[src/core/dwd_pkg.sv]
// Package of constants for the digital watchdog downcounter.
// What this block does
// [RULE1] A timeout of the downcounter raises the internal chip reset.
// [RULE2] Software reloads the counter periodically before it expires.
// [RULE3] A fixed strap picks hardware or software activation; software cannot change it.
// [RULE4] Software mode: inactive until the activate bit is set, then active until reset.
// [RULE5] While the watchdog is inactive, STOP mode is allowed.
// [RULE6] Hardware mode: always active, STOP acts as WAIT, oscillator runs, counting continues.
// [RULE7] Hardware mode: the activate bit reads one and ignores clearing writes.
// [RULE8] Leaving STOP on an interrupt lets the counter resume.
// [RULE9] Reset loads the register with 0xfe: activate zero, all other bits one.
// [RULE10] Writing zero to the software-reset bit resets the chip at once.
// [RULE11] The reset fires when counter bit 6 falls; six upper bits set the period.
// [RULE12] Register bits 7..2 map reversed onto counter bits 0..5.
// [RULE13] Sixty-four periods from 3072 to 196608 internal clock cycles.
// [RULE14] With activate zero the counter is a free 7-bit timer without reset.
// [RULE15] The counter is clocked from the internal clock divided by twelve.
// [RULE16] A timeout reloads the counter and holds reset for the stabilisation delay.
// [RULE17] At least 28 instructions run after activation or reset before any reset.
// [RULE18] Reads return the counter in the reversed layout plus the activate bit.
package dwd_pkg;
	localparam int          ADDR_W      = 8;
	localparam logic [7:0]  OFF_WDG     = 8'hd8;
	localparam logic [7:0]  OFF_STAT    = 8'hdc;
	localparam logic [7:0]  WDG_RST     = 8'hfe;
	localparam logic [6:0]  CNT_RST     = 7'h7f;
	localparam logic [6:0]  CNT_FALL    = 7'h40;
	localparam int          BIT_C       = 0;
	localparam int          BIT_SR      = 1;
	localparam int          BIT_T       = 2;
	localparam int          STAT_ACT    = 0;
	localparam int          STAT_HW     = 1;
	localparam int          STAT_WDR    = 2;
	localparam int          DIV_INT     = 12;
	localparam int          PRE_DIV     = 256;
	localparam int          TICK_CYC    = DIV_INT * PRE_DIV;
	localparam logic [11:0] TICK_LAST   = 12'(TICK_CYC - 1);
	localparam logic [10:0] STAB_LAST   = 11'(2048 - 1);
	localparam int          MIN_INSTR   = 28;
	localparam int          GUARD_CYC   = MIN_INSTR * 5 * 13;
	localparam logic [1:0]  OPT_SETTLE  = 2'h3;
	typedef enum logic [2:0] {
		DWD_RUN  = 3'b001,
		DWD_STOP = 3'b010,
		DWD_HOLD = 3'b100
	} dwd_state_t;
endpackage

[src/core/dwd_watchdog.sv]
// Digital watchdog downcounter with an APB register slave.
//
// Added by the designer: the APB slave port.
`timescale 1ns/10ps
module dwd_watchdog (
	input  wire logic        i_ref_clk,
	input  wire logic        i_rst,
	input  wire logic        i_hw_opt,
	input  wire logic        i_stop_req,
	input  wire logic        i_wake,
	input  wire logic        psel,
	input  wire logic        penable,
	input  wire logic        pwrite,
	input  wire logic [7:0]  paddr,
	input  wire logic [31:0] pwdata,
	output logic             o_pready,
	output logic [31:0]      o_prdata,
	output logic             o_pslverr,
	output logic             o_chip_rst,
	output logic             o_osc_stop,
	output logic             o_stop_as_wait,
	output logic             o_active
);
	dwd_pkg::dwd_state_t st_r;
	dwd_pkg::dwd_state_t st_nxt;
	logic [1:0]          opt_sync_r;
	logic [1:0]          opt_cnt_r;
	logic                hw_opt_r;
	logic                opt_vld_r;
	logic                c_r;
	logic [6:0]          cnt_r;
	logic [6:0]          cnt_nxt;
	logic [11:0]         presc_r;
	logic [10:0]         stab_r;
	logic                wdr_r;
	logic                pready_r;
	logic                pslverr_r;
	logic                chip_rst_r;
	logic                osc_stop_r;
	logic                as_wait_r;
	logic                active_r;
	logic [31:0]         prdata_r;
	logic [11:0]         since_r;

	wire sel_wdg  = paddr == dwd_pkg::OFF_WDG;
	wire sel_stat = paddr == dwd_pkg::OFF_STAT;
	wire mapped   = sel_wdg | sel_stat;
	wire acc      = psel & penable & ~pready_r;
	wire fire     = psel & penable & pready_r;
	wire wr_wdg   = fire & pwrite & sel_wdg & (st_r == dwd_pkg::DWD_RUN);
	wire wr_stat  = fire & pwrite & sel_stat;
	// Hardware activation forces the watchdog on; software cannot touch it. [RULE3] [RULE6] [RULE7]
	wire active   = (hw_opt_r & opt_vld_r) | c_r;
	wire running  = st_r == dwd_pkg::DWD_RUN;
	wire tick     = running & (presc_r == dwd_pkg::TICK_LAST);
	// Bit 6 falling while active ends the period. [RULE1] [RULE11]
	wire timeout  = active & tick & ~wr_wdg & (cnt_r == dwd_pkg::CNT_FALL);
	// Clearing the software-reset bit kills the chip at once. [RULE10]
	wire sr_kill  = wr_wdg & ~pwdata[dwd_pkg::BIT_SR];
	wire stab_end = stab_r == dwd_pkg::STAB_LAST;

	logic [5:0] rev_wr;
	logic [5:0] rev_rd;
	genvar g;
	generate
		for (g = 0; g < 6; g++) begin : g_rev
			// Register bit 7 is the counter LSB, bit 2 the period MSB. [RULE12]
			assign rev_wr[g] = pwdata[7 - g];
			assign rev_rd[g] = cnt_r[5 - g];
		end
	endgenerate

	// Read layout mirrors the write layout. [RULE18]
	wire [7:0] rd_wdg  = {rev_rd, cnt_r[6], active};
	wire [7:0] rd_stat = {5'h00, wdr_r, hw_opt_r, active};
	wire [7:0] rd_val  = sel_wdg ? rd_wdg : rd_stat;

	always_comb begin
		st_nxt = st_r;
		case (st_r)
			dwd_pkg::DWD_RUN: begin
				if (timeout | sr_kill) begin
					st_nxt = dwd_pkg::DWD_HOLD;
				end else if (i_stop_req & ~active) begin
					st_nxt = dwd_pkg::DWD_STOP; // [RULE5]
				end
			end
			dwd_pkg::DWD_STOP: begin
				if (i_wake) begin
					st_nxt = dwd_pkg::DWD_RUN; // [RULE8]
				end
			end
			dwd_pkg::DWD_HOLD: begin
				if (stab_end) begin
					st_nxt = dwd_pkg::DWD_RUN; // [RULE16]
				end
			end
			default: st_nxt = dwd_pkg::DWD_RUN;
		endcase
	end

	// A reload also restarts the prescaler, so a fresh period is always whole.
	always_comb begin
		cnt_nxt = cnt_r;
		if (st_r == dwd_pkg::DWD_HOLD) begin
			cnt_nxt = dwd_pkg::CNT_RST; // [RULE16]
		end else if (wr_wdg) begin
			cnt_nxt = {pwdata[dwd_pkg::BIT_SR], rev_wr}; // [RULE2] [RULE12]
		end else if (tick) begin
			cnt_nxt = cnt_r - 7'h01; // [RULE14]
		end
	end

	// The strap is synchronised and then frozen; i_rst clears it and it is sampled again on the fourth cycle after i_rst ends.
	always_ff @(posedge i_ref_clk) begin
		opt_sync_r <= {opt_sync_r[0], i_hw_opt};
	end

	always_ff @(posedge i_ref_clk) begin
		if (i_rst) begin
			opt_cnt_r <= 2'h0;
			opt_vld_r <= 1'b0;
			hw_opt_r  <= 1'b0;
		end else if (!opt_vld_r) begin
			opt_cnt_r <= opt_cnt_r + 2'h1;
			if (opt_cnt_r == dwd_pkg::OPT_SETTLE) begin
				opt_vld_r <= 1'b1;
				hw_opt_r  <= opt_sync_r[1]; // [RULE3]
			end
		end
	end

	always_ff @(posedge i_ref_clk) begin
		if (i_rst) begin
			st_r <= dwd_pkg::DWD_RUN;
		end else begin
			st_r <= st_nxt;
		end
	end

	always_ff @(posedge i_ref_clk) begin
		if (i_rst) begin
			cnt_r <= dwd_pkg::CNT_RST; // [RULE9]
		end else begin
			cnt_r <= cnt_nxt;
		end
	end

	// The activate bit only ever sets; a chip reset clears it. [RULE4]
	always_ff @(posedge i_ref_clk) begin
		if (i_rst) begin
			c_r <= 1'b0;
		end else begin
			c_r <= (st_r == dwd_pkg::DWD_HOLD) ? 1'b0 : c_r | (wr_wdg & pwdata[dwd_pkg::BIT_C]);
		end
	end

	// Divide by twelve, then by 256 per counter step. [RULE13] [RULE15]
	always_ff @(posedge i_ref_clk) begin
		if (i_rst) begin
			presc_r <= 12'h000;
		end else begin
			presc_r <= (wr_wdg | tick | ~running) ? 12'h000 : presc_r + 12'h001;
		end
	end

	always_ff @(posedge i_ref_clk) begin
		if (i_rst) begin
			stab_r <= 11'h000;
		end else begin
			stab_r <= (st_r == dwd_pkg::DWD_HOLD) ? stab_r + 11'h001 : 11'h000;
		end
	end

	// Watchdog-reset flag: a new timeout beats a software clear in the same cycle.
	always_ff @(posedge i_ref_clk) begin
		if (i_rst) begin
			wdr_r <= 1'b0;
		end else begin
			wdr_r <= timeout | (wdr_r & ~(wr_stat & pwdata[dwd_pkg::STAT_WDR]));
		end
	end

	always_ff @(posedge i_ref_clk) begin
		if (i_rst) begin
			pready_r  <= 1'b0;
			pslverr_r <= 1'b0;
		end else begin
			pready_r  <= acc;
			pslverr_r <= acc & ~mapped;
		end
	end

	always_ff @(posedge i_ref_clk) begin
		if (i_rst) begin
			prdata_r <= 32'h0000_0000;
		end else begin
			prdata_r <= (acc & ~pwrite & mapped) ? {24'h000000, rd_val} : 32'h0000_0000;
		end
	end

	always_ff @(posedge i_ref_clk) begin
		if (i_rst) begin
			chip_rst_r <= 1'b0;
			osc_stop_r <= 1'b0;
		end else begin
			chip_rst_r <= st_nxt == dwd_pkg::DWD_HOLD; // [RULE1]
			osc_stop_r <= st_nxt == dwd_pkg::DWD_STOP; // [RULE5]
		end
	end

	always_ff @(posedge i_ref_clk) begin
		if (i_rst) begin
			as_wait_r <= 1'b0;
			active_r  <= 1'b0;
		end else begin
			as_wait_r <= running & i_stop_req & active; // [RULE6]
			active_r  <= active;
		end
	end

	assign o_pready       = pready_r;
	assign o_pslverr      = pslverr_r;
	assign o_prdata       = prdata_r;
	assign o_chip_rst     = chip_rst_r;
	assign o_osc_stop     = osc_stop_r;
	assign o_stop_as_wait = as_wait_r;
	assign o_active       = active_r;

	// Helper: cycles since the last activation, reload or reset, saturating.
	always_ff @(posedge i_ref_clk) begin
		if (i_rst || wr_wdg || st_r == dwd_pkg::DWD_HOLD) begin
			since_r <= 12'h000;
		end else if (since_r != 12'hfff) begin
			since_r <= since_r + 12'h001;
		end
	end
endmodule // dwd_watchdog

[config.mk]
export PLATFORM = sky130hd
export DESIGN_NAME = dwd_watchdog
export DESIGN_NICKNAME = d
export VERILOG_FILES = /design/src/core/dwd_pkg.sv /design/src/core/dwd_watchdog.sv
export SDC_FILE = /design/constraint.sdc
export NUM_CORES = 1
export LEC_CHECK = 0
export ABC_AREA = 1
export ABC_CLOCK_PERIOD_IN_PS = 2400
export BUFFER_PORTS_ARGS = -buffer_cell sky130_fd_sc_hd__buf_2
export CAP_MARGIN = 20
export CELL_PAD_IN_SITES_DETAIL_PLACEMENT = 0
export CELL_PAD_IN_SITES_GLOBAL_PLACEMENT = 1
export CORE_ASPECT_RATIO = 0.75
export CORE_UTILIZATION = 38
export CTS_BUF_LIST = sky130_fd_sc_hd__clkbuf_4 sky130_fd_sc_hd__clkbuf_8 sky130_fd_sc_hd__clkbuf_16
export DETAILED_ROUTE_END_ITERATION = 8
export HOLD_SLACK_MARGIN = 0.03
export PLACE_DENSITY_LB_ADDON = 0.3
export SLEW_MARGIN = 20
export SYNTH_ARGS = -nofsm -noshare
export SYNTH_HDL_FRONTEND = slang
export SYNTH_SLANG_ARGS = --single-unit
[constraint.sdc]
create_clock -name i_ref_clk -period 2.4 [get_ports i_ref_clk]
set_input_delay 0.36 -clock i_ref_clk [delete_from_list [all_inputs] [get_ports i_ref_clk]]
set_output_delay 0.36 -clock i_ref_clk [all_outputs]
set_load 0.01 [all_outputs]
After elaboration in Yosys (flattened, before gate mapping)
Index checks and enable logic that the tools add are counted.

word-level totals
  bits of input ports = 48
  bits in registers = 79
  word-level logic and storage cells = 92
  output and inout port bits = 38

cells by class
  equal/unequal tests = 11
  reductions and logical operators = 7
  $add $sub $neg = 4
  muxes and demuxes = 10
  bitwise operators = 41

operator list
  kind                   count
  $and 1x1->1            22
  $eq 8x8->1 const B     2
  $mux 7                 2
  $add 12x1->12 const B  1
  $eq 12x12->1 const B   1
  $mux 3                 4
  $not 1->1              12
  $add 11x1->11 const B  1
  $eq 11x11->1 const B   1
  $pmux 3 s3             1
  $mux 8                 1
  $reduce_or 2->1        4
  $eq 7x7->1 const B     1
  $or 1x1->1             7
  $sub 7x1->7 const B    1
  $eq 3x2->1 const B     2
  $eq 3x3->1 const B     2
  $eq 3x1->1 const B     1
  $reduce_or 3->1        1
  $add 2x1->2 const B    1
  $eq 2x2->1 const B     1
  $mux 1                 2
  $reduce_and 2->1       1
  $reduce_bool 2->1      1

Logic depth before layout (Yosys ltp)
Gate-level depths: netlist of the first run.

  depth after elaboration = 12
  mapped depth = 10
  mapped depth without buffers = 10

Worst setup path after synthesis of the first run
Ideal clock, no wire load.

  path type = register to register
  start = register presc_r[0]
  end = register presc_r[7]
  stages on the path, launching flop included = 10
  setup slack = 972 ps
  required time = 2278 ps
  buffers on the path = 1
  arrival = 1306 ps
  path through = dfxtp_1 ha_1 nand2_1 nor2_2 nand2_4 nor2_8 inv_4 nand4_4 buf_6 a21oi_1

between the ends
  longest elaborated chain between the ends = 5
  elaborated cells on any way between the ends = 6

RTL lines
  element                    RTL line             text
  start: declaration         dwd_watchdog.sv:33   logic [11:0] presc_r;
  start signal: assignment   dwd_watchdog.sv:163  presc_r <= (wr_wdg | tick | ~running) ? 12'h000 : presc_r + 12'h001;
  $eq 12x12->1               dwd_watchdog.sv:55   wire tick = running & (presc_r == dwd_pkg::TICK_LAST);
  $and 1x1->1                dwd_watchdog.sv:55
  $or 1x1->1 (2 in a row)    dwd_watchdog.sv:163
  $reduce_or 2->1 (no line)  -

Parallel ways exist; a longest one is shown, timed or not.
A chain may end at the register's enable or synchronous reset.

Worst setup path in the final report of the first run
  start = register presc_r[0]
  end = register st_r[1]

between the ends
  longest elaborated chain between the ends = 8

RTL lines
  element                   RTL line             text
  $eq 12x12->1              dwd_watchdog.sv:55
  $and 1x1->1               dwd_watchdog.sv:55
  $and 1x1->1 (3 in a row)  dwd_watchdog.sv:57   wire timeout = active & tick & ~wr_wdg & (cnt_r == dwd_pkg::CNT_FALL);
  $or 1x1->1                dwd_watchdog.sv:82   if (timeout | sr_kill) begin
  $mux 3                    dwd_watchdog.sv:82
  $pmux 3 s3                dwd_watchdog.sv:80   case (st_r)
  end signal: assignment    dwd_watchdog.sv:135  st_r <= dwd_pkg::DWD_RUN;
  end signal: assignment    dwd_watchdog.sv:137  st_r <= st_nxt;
  end: declaration          dwd_watchdog.sv:24   dwd_pkg::dwd_state_t st_r;

Every way passes these cells.

==> results of run 1 <==
[cell type report]
cell class / count / share of cell area (%)
Sequential cell: 55 / 37.6
Clock inverter: 2 / 2.05
Timing Repair Buffer: 37 / 6.33
Tap cell: 81 / 3.46
Clock buffer: 6 / 2.61
Inverter: 46 / 5.99
Multi-Input combinational cell: 236 / 41.9
[stage by stage]
stage / util [%] / setup slack (ns)
after detailed placement: 43.1 / 0.765
after CTS: 45.2 / 0.783
after floorplan: - / 0.972
after global routing: 45.2 / 0.662
after global placement: 43.1 / 0.775
final: 45.2 / 0.796
[critical path, delay by kind of cell (launching register included)]
kind            cells  cell delay (ns)
flops               1             0.36
simple gates        6             0.90
fa+ha+maj           1             0.17
compound gates      1             0.07
[per-layer routing]
metal | GRT usage, % | vias to the layer above | share of wire [%]
li1 | - | 1131 | -
met1 | 19.5 | 888 | 51
met2 | 22.5 | 68 | 40
met3 | 4.98 | 7 | 8.0
met4 | 4.55 | 0 | 1.0
met5 | 0 | - | 0
[worst max path at each step]
stage / endpoint / startpoint
global placement: o_osc_stop$_SDFF_PP0_ / paddr[1]
global route: st_r[2]$_SDFF_PP0_ / stab_r[0]$_SDFF_PP0_
detailed placement: o_chip_rst$_SDFF_PP0_ / paddr[1]
floorplan: presc_r[7]$_SDFF_PP0_ / presc_r[0]$_SDFF_PP0_
CTS: o_osc_stop$_SDFF_PP0_ / presc_r[0]$_SDFF_PP0_
finish: st_r[1]$_SDFF_PP0_ / presc_r[0]$_SDFF_PP0_
[where the power goes]
part           total (mW)  leakage (nW)  switching, mW  internal (mW)
sequential          0.947         0.446         0.0134          0.934
clock               0.731        0.0688          0.303          0.428
combinational       0.121         0.886         0.0789         0.0424
[cell usage in the layout (no fill, tap or decap), drive strengths merged, types with 2 or more instances in the layout]
cell type and n:
buf 37, clkbuf 6, nand3 37, inv 46
nand3b 2, or2 2, nor2 47, o211ai 2
xor2 6, ha 5, conb 24, a21oi 20
o21ai 14, dfxtp 55, nand4 11, nand2 53
nor3 9, bufinv 2
[kinds of logic (layout without fill, tap and decap cells)]
| logic type | after synthesis | in the layout | share of synthesized area (%) |
|---|---|---|---|
| AO/OA/AOI/OAI | 38 | 38 | 7.63 |
| XOR/XNOR | 7 | 7 | 2.34 |
| adder cells (fa/ha/maj) | 5 | 5 | 2.39 |
| buffers and inverters | 73 | 91 | 14.6 |
| flip-flops | 55 | 55 | 42.0 |
| other | 1 | 24 | 0.143 |
| AND/OR/NAND/NOR | 162 | 162 | 31.0 |
[registers in the layout (all words and copies together) (netlist names)]
name and cells:
o_active 1, hw_opt_r 1, stab_r 11, o_prdata 8, wdr_r 1, opt_sync_r 2
cnt_r 7, st_r 3, o_osc_stop 1, o_pready 1, o_pslverr 1, opt_cnt_r 2
presc_r 12, c_r 1, opt_vld_r 1, o_chip_rst 1, o_stop_as_wait 1
==> results.yml, run 1 <==
outcome:
  outcome: "finished with violations"
  violations: "design-rule violations"
logic_synthesis:
  yosys-top-cells-count: "dfxtp_1, nand2_1, inv_1, nor2_1, nand3_1"
  synth.most_common_cell: "dfxtp_1"
  syn_inst: 341
  syn_area_per_cell_um2: 7.69
  ys.flop_type: "dfxtp_1"
  ys_ff_latch: 55
  synth.area.top_cells: "dfxtp_1, buf_4, nand2_1, nand3_1, inv_1"
  synth-edff-count: 0
  syn_area_mm2: 0.00262
  yosys_warnings: 0
  async_reset_ff_share_pct: 0
  synth_top_area_share_pct: 42.0
  ys_seq_area_share_pct: 42.0
  synth_top_cell_by_area: "dfxtp_1"
  synth_cell_types: 32
floorplan:
  initial_core_util_pct: 40.5
  fp.dieH_um: 73.9
  core_area_mm2: 0.00647
  die_x_um: 97.9
  ios: 86
  rows: 25
  dieArea_mm2: 0.00724
finish:
  multi_input_area_mm2: 0.00123
  num-fill-cells: 679
  synthToLayoutAreaGrowth_pct: 11.5
  layout-drive-gt1-share_pct: 16.8
  seqCellArea_mm2: 0.00110
  layout.cells.non_filler: 463
  fin_nets: 434
  final_cell_area_mm2: 0.00293
  num_antenna_cells: 0
drt:
  ant_nets: 0
  vias_per_cell: 4.52
  routed_wire_length_per_instance_um: 10.4
  dr.pass1.iters: 6
  routed_wl_um: 4830
  vias: 2094
  remaining_drc_errors: 6
  drtIter0Drc: 97
clock_network:
  h-tree-depth: 2
  clock_path_buffers: 2
  cts-resized-gates: 0
  clk_latency_ns: 0.32
  cts_hold_buf: 0
  cts.clk_slew.worst_paths_ns: 0.10
  post_cts.repair.setup_buffers: 0
  cts_tree: "yes"
  cts_sinks: 55
  cts_made_buffers: 5
  root_buffer: "clkbuf_8"
timing:
  hold_viol: 0
  fmax_mhz: 623
  min_period_ns: 1.60
  hold_slack_ns: 0.148
  fin_tns_setup_ns: 0
  finalMaxSlewViolations: 0
  finalCritPeriodShare_pct: 66.8
  setup_viol_count_final: 0
  skew_ns: 0.0116
  rsz0062_at_grt: "no"
worst_setup_path:
  reg2reg_depth: 8
  r2r_slack_ns: 0.80
  crit_path_start_kind: "flop"
  r2r_end: "st_r[1]$_SDFF_PP0_"
  crit_path_cell_trace: "ha_1, nand2_1, nor2_2, nand2_4, nor2_8, nand3_2, nand3_1, a21oi_1"
  crit_path_max_fanout: 6
  arrival_ns: 1.81
  slowest_stage: "dfxtp_1"
  worstReg2RegStart: "presc_r[0]$_SDFF_PP0_"
  end_kind: "flop"
  slowest_delay_ns: 0.36
  worstSetupPathType: "flop to flop"
  critical_path_required_ns: 2.61
worst_hold_path:
  holdPathStages: 1
  hold_path_class: "input port to flop"
  min_to: "opt_sync_r[0]$_DFF_P_"
  min_from: "i_hw_opt"
flow_run:
  drv_cap: 0
global_routing:
  grt_overflow: 0
  track_usage_pct: 14.6
  antenna_found_initial: 0
  grt_start_max_net_pins: 19
  grt_pass1_vias: 1833
  grt_pass1_wl_um: 8270
power:
  peakVddDrop_mv: 0.246
  powerDensity_mw_per_mm2: 615
  p_leak_nw: 1.40
  power_mw: 1.80
placement:
  dpl_cell_area_mm2: 0.00279
  io_buffers: 37
  place_congestion: 0.733
  place_hpwl_um: 3590
  post-place-cells: 455
Note: power is estimated with default switching activity, not from simulation.
==> run 2: changes to the inputs <==
--- a/config.mk
+++ b/config.mk
@@ -6,13 +6,13 @@
 export NUM_CORES = 1
 export LEC_CHECK = 0
 export ABC_AREA = 1
-export ABC_CLOCK_PERIOD_IN_PS = 2400
+export ABC_CLOCK_PERIOD_IN_PS = 1450
 export BUFFER_PORTS_ARGS = -buffer_cell sky130_fd_sc_hd__buf_2
 export CAP_MARGIN = 20
 export CELL_PAD_IN_SITES_DETAIL_PLACEMENT = 0
 export CELL_PAD_IN_SITES_GLOBAL_PLACEMENT = 1
 export CORE_ASPECT_RATIO = 0.75
-export CORE_UTILIZATION = 38
+export CORE_UTILIZATION = 32
 export CTS_BUF_LIST = sky130_fd_sc_hd__clkbuf_4 sky130_fd_sc_hd__clkbuf_8 sky130_fd_sc_hd__clkbuf_16
 export DETAILED_ROUTE_END_ITERATION = 8
 export HOLD_SLACK_MARGIN = 0.03
==> constraint.sdc (replaced) <==
create_clock -name i_ref_clk -period 1.45 [get_ports i_ref_clk]
set_input_delay 0.2175 -clock i_ref_clk [delete_from_list [all_inputs] [get_ports i_ref_clk]]
set_output_delay 0.2175 -clock i_ref_clk [all_outputs]
set_load 0.01 [all_outputs]
==> results.yml, run 2 (synthesized netlist as in run 1, its figures left out) <==
global_routing:
  grt_start_max_net_pins: 19
  gr-usage-met2_pct: 18.8
  grt_pass1_vias: 1864
  busiest_layer: "met2"
  track_usage_pct: 12.5
  antenna_found_initial: 0
  grt_pass1_wl_um: 8340
  met3_usage_pct: 3.00
  use_met1_pct: 17.3
  grt_overflow: 0
drt:
  vias: 2208
  dr.pass1.iters: 5
  vias_per_cell: 4.36
  ant_nets: 0
  routed_wl_um: 5290
  routed_wire_length_per_instance_um: 10.5
  drtIter0Drc: 82
  remaining_drc_errors: 0
clock_network:
  cts_made_buffers: 5
  cts.clk_slew.worst_paths_ns: 0.10
  clock_path_buffers: 2
  root_buffer: "clkbuf_8"
  cts_sinks: 55
  h-tree-depth: 2
  cts_tree: "yes"
  clk_latency_ns: 0.31
worst_setup_path:
  cp_top_family: "simple AND/OR/NAND/NOR gates"
  worstReg2RegStart: "presc_r[0]$_SDFF_PP0_"
  arrival_ns: 1.56
  r2r_end: "presc_r[2]$_SDFF_PP0_"
  crit_path_cell_trace: "ha_2, nand2_2, nor2_4, nand2_4, nor2_8, inv_4, nand4_4, nor3_1"
  r2r_slack_ns: 0.11
  slowest_delay_ns: 0.33
  slowest_stage: "dfxtp_2"
  critical_path_required_ns: 1.67
  crit_path_start_kind: "flop"
  reg2reg_depth: 8
  crit_buf_inv: 1
  end_kind: "flop"
  startpoint: "presc_r[0]$_SDFF_PP0_"
  worstSetupPathType: "flop to flop"
  crit_path_max_fanout: 10
power:
  power_mw: 2.66
  peakVddDrop_mv: 0.337
  powerDensity_mw_per_mm2: 841
  p_leak_nw: 1.48
worst_hold_path:
  hold_path_class: "input port to flop"
  min_from: "penable"
  min_to: "o_pready$_SDFF_PP0_"
  holdPathStages: 3
finish:
  largest-register: "presc_r"
  layout_commonest_cell: "dfxtp_1"
  final_cell_area_mm2: 0.00317
  largest_register_ffs: 12
  synthToLayoutAreaGrowth_pct: 20.8
  num_antenna_cells: 0
  fin_nets: 453
  mostFrequentLayoutCells: "dfxtp_1, nand2_1, inv_1, buf_2, nor2_1"
  layout-drive-gt1-share_pct: 25.4
timing:
  setup_ws_ns: 0.114
  hold_viol: 0
  fmax_mhz: 749
  skew_ns: 0.0119
  min_period_ns: 1.34
  finalMaxSlewViolations: 0
  rsz0062_at_grt: "yes"
  fin_tns_setup_ns: 0
  finalCritPeriodShare_pct: 92.1
  setup_viol_count_final: 0
outcome:
  outcome: "finished clean"
floorplan:
  core_area_mm2: 0.00792
  die_x_um: 107
  fp.dieH_um: 80.4
  initial_core_util_pct: 33.1
  rows: 28
  ios: 86
  dieArea_mm2: 0.00857
placement:
  io_buffers: 37
  place_congestion: 0.754
  place_hpwl_um: 3900
  pre_cts_ws_ns: -0.0250
  dpl_cell_area_mm2: 0.00294
flow_run:
  drv_cap: 0
-- run 2: metrics by stage --
stage                     cells  hold slack [ns]  util (%)
final                       506            0.149      40.0
after floorplan             364            0.245         -
after detailed placement    495            0.312      37.1
after CTS                   504            0.137      38.6
after global placement      495            0.314      37.1
after global routing        506            0.152      40.0
-- run 2: worst min-delay path: cells and delay by family --
family,cells,cell delay [ns]
buffers and inverters,1,0.10
and+or+nand+nor,2,0.10
-- run 2: final cells by class --
cell class,instances,area (µm²)
Fill cell,840,4750
Multi-Input combinational cell,237,1340
Sequential cell,55,1110
Timing Repair Buffer,55,323
Inverter,46,175
Tap cell,105,131
Clock buffer,7,83.8
Clock inverter,1,5.00
-- run 2: how the worst max path moves through the flow --
stage	end	cells past startpoint	slack [ns]
global placement	stab_r[8]$_SDFF_PP0_	7	0.004
detailed placement	st_r[1]$_SDFF_PP0_	8	-0.03
finish	presc_r[2]$_SDFF_PP0_	8	0.11
CTS	o_chip_rst$_SDFF_PP0_	9	-0.002
floorplan	presc_r[7]$_SDFF_PP0_	9	0.02
global route	stab_r[9]$_SDFF_PP0_	7	-0.03
-- run 2: where the power goes --
group	switching, mW	internal, mW	total (mW)	leakage (nW)
registers	0.0216	1.55	1.57	0.448
clock network	0.480	0.378	0.858	0.0491
logic	0.145	0.0914	0.236	0.981
-- run 2: per-layer routing --
layer | part of all wire, % | routed length, µm
met1 | 53 | 2810
met2 | 41 | 2150
met3 | 5.3 | 280
met4 | 1.1 | 56
met5 | 0 | 0
-- run 2: timing repair --
item,in CTS,in global routing
cloned,0,1
gates resized for setup,3,24
endpoints found under the setup margin,5,28
pin swaps,1,6
hold buffers,1,0
hold endpoints to repair,1,0
buffers inserted,0,1
==> run 3: changes to the inputs <==
--- a/config.mk
+++ b/config.mk
@@ -16,7 +16,7 @@
 export CTS_BUF_LIST = sky130_fd_sc_hd__clkbuf_4 sky130_fd_sc_hd__clkbuf_8 sky130_fd_sc_hd__clkbuf_16
 export DETAILED_ROUTE_END_ITERATION = 8
 export HOLD_SLACK_MARGIN = 0.03
-export PLACE_DENSITY_LB_ADDON = 0.3
+export PLACE_DENSITY = 0.85
 export SLEW_MARGIN = 20
 export SYNTH_ARGS = -nofsm -noshare
 export SYNTH_HDL_FRONTEND = slang
==> results.yml, run 3 (synthesized netlist as in run 1, its figures left out) <==
worst_setup_path:
  startpoint: "presc_r[1]$_SDFF_PP0_"
  arrival_ns: 1.57
  worstSetupPathType: "flop to flop"
  crit_path_start_kind: "flop"
  crit_path_frequent_cell: "nand2_4"
  crit_path_max_fanout: 4
  critical_path_required_ns: 1.63
  end_kind: "flop"
  slowest_stage: "dfxtp_2"
  crit_path_cell_trace: "ha_4, nand2_4, nor2_4, nand2_4, nor2_8, nand3_4, nand3b_1, nand3_1"
  reg2reg_depth: 8
  r2r_end: "st_r[0]$_SDFF_PP1_"
  slowest_delay_ns: 0.38
  r2r_slack_ns: 0.06
  worstReg2RegStart: "presc_r[1]$_SDFF_PP0_"
placement:
  io_buffers: 37
  post-place-cells: 495
  place_hpwl_um: 3860
  pre_cts_ws_ns: -0.0156
  place_congestion: 0.766
global_routing:
  grt_pass1_vias: 1903
  grt_overflow: 0
  track_usage_pct: 12.5
  grt_pass1_wl_um: 8480
  antenna_found_initial: 0
  grt_start_max_net_pins: 17
floorplan:
  ios: 86
  initial_core_util_pct: 33.1
  core_area_mm2: 0.00792
  rows: 28
  fp.dieH_um: 80.4
  die_x_um: 107
  dieArea_mm2: 0.00857
finish:
  num_antenna_cells: 0
  num-fill-cells: 813
  largest_register_ffs: 12
  synthToLayoutAreaGrowth_pct: 22.7
  fin_nets: 460
  layout-drive-gt1-share_pct: 26.5
  largest-register: "presc_r"
  layout.cells.non_filler: 513
  layout_commonest_cell: "dfxtp_1"
  mostFrequentLayoutCells: "dfxtp_1, inv_1, nand2_1, nor2_1, buf_2"
worst_hold_path:
  holdPathStages: 3
  min_to: "cnt_r[2]$_SDFFE_PP1P_"
  hold_path_class: "input port to flop"
  min_from: "pwdata[5]"
clock_network:
  cts_sinks: 55
  cts_made_buffers: 5
  cts_tree: "yes"
  cts.clk_slew.worst_paths_ns: 0.10
  clk_latency_ns: 0.31
  root_buffer: "clkbuf_8"
  clock_path_buffers: 2
  h-tree-depth: 2
power:
  powerDensity_mw_per_mm2: 833
  power_mw: 2.68
  p_leak_nw: 1.52
  peakVddDrop_mv: 0.381
timing:
  finalMaxSlewViolations: 0
  rsz0062_at_grt: "yes"
  min_period_ns: 1.39
  setup_viol_count_final: 0
  finalCritPeriodShare_pct: 95.7
  setup_ws_ns: 0.0622
  skew_ns: 0.0156
  fmax_mhz: 721
  hold_viol: 0
drt:
  ant_nets: 0
  dr.pass1.iters: 4
  vias_per_cell: 4.38
  vias: 2247
  remaining_drc_errors: 0
  routed_wl_um: 5330
  routed_wire_length_per_instance_um: 10.4
  drtIter0Drc: 97
outcome:
  outcome: "finished clean"
flow_run:
  drv_cap: 0
## run 3: layout make-up
class / count / area (µm²) / share of cell area [%]
multi-input combinational: 237 / 1330 / 41.4
sequential: 55 / 1110 / 34.4
inverter: 46 / 178 / 5.52
timing repair buffer: 62 / 379 / 11.8
clock buffer: 6 / 76.3 / 2.37
clock inverter: 2 / 12.5 / 0.389
tap: 105 / 131 / 4.08
## run 3: layer usage
layer  track usage, %  wire length, µm  part of all wire, %
met1             16.8             2680                   50
met5                0                0                    0
met2             19.4             2300                   43
met4             5.21               89                  1.7
met3             2.76              270                  5.1
## run 3: worst max path at each step
stage                                  to  slack (ns)
detailed placement  o_osc_stop$_SDFF_PP0_       -0.02
global placement    o_osc_stop$_SDFF_PP0_        0.02
global route           st_r[0]$_SDFF_PP1_       -0.03
finish                 st_r[0]$_SDFF_PP1_        0.06
CTS                 presc_r[9]$_SDFF_PP0_       0.006
floorplan           presc_r[7]$_SDFF_PP0_        0.02
## run 3: through the flow
step	util (%)	setup TNS [ns]	instance area, µm²	hold WS [ns]
after floorplan	-	0	2710	0.245
after global placement	37.1	0	2940	0.313
after detailed placement	37.1	-0.0182	2940	0.318
after CTS	38.8	0	3070	0.146
after global routing	40.6	-0.130	3220	0.147
final	40.6	0	3220	0.150
## run 3: power breakdown
part	leakage [nW]	switching (mW)	total [mW]	internal (mW)
Sequential	0.448	0.0262	1.57	1.55
Combinational	1.03	0.147	0.242	0.0949
Clock	0.0446	0.504	0.862	0.358
Total	1.52	0.678	2.68	2.00
## run 3: critical path: cells and delay by family, from the launching register on
| kind | cells | cell delay [ns] |
|---|---|---|
| adders and majority gates | 1 | 0.16 |
| and+or+nand+nor | 7 | 0.72 |
| DFF | 1 | 0.38 |
## run 3: timing repair
action / 4_1_cts / 5_1_grt
cloned: 1 / 0
pin swaps: 0 / 12
endpoints found under the hold margin: 1 / 0
gates resized for setup: 4 / 24
hold buffers: 1 / 0
setup endpoints to repair: 6 / 27
buffers inserted: 0 / 8
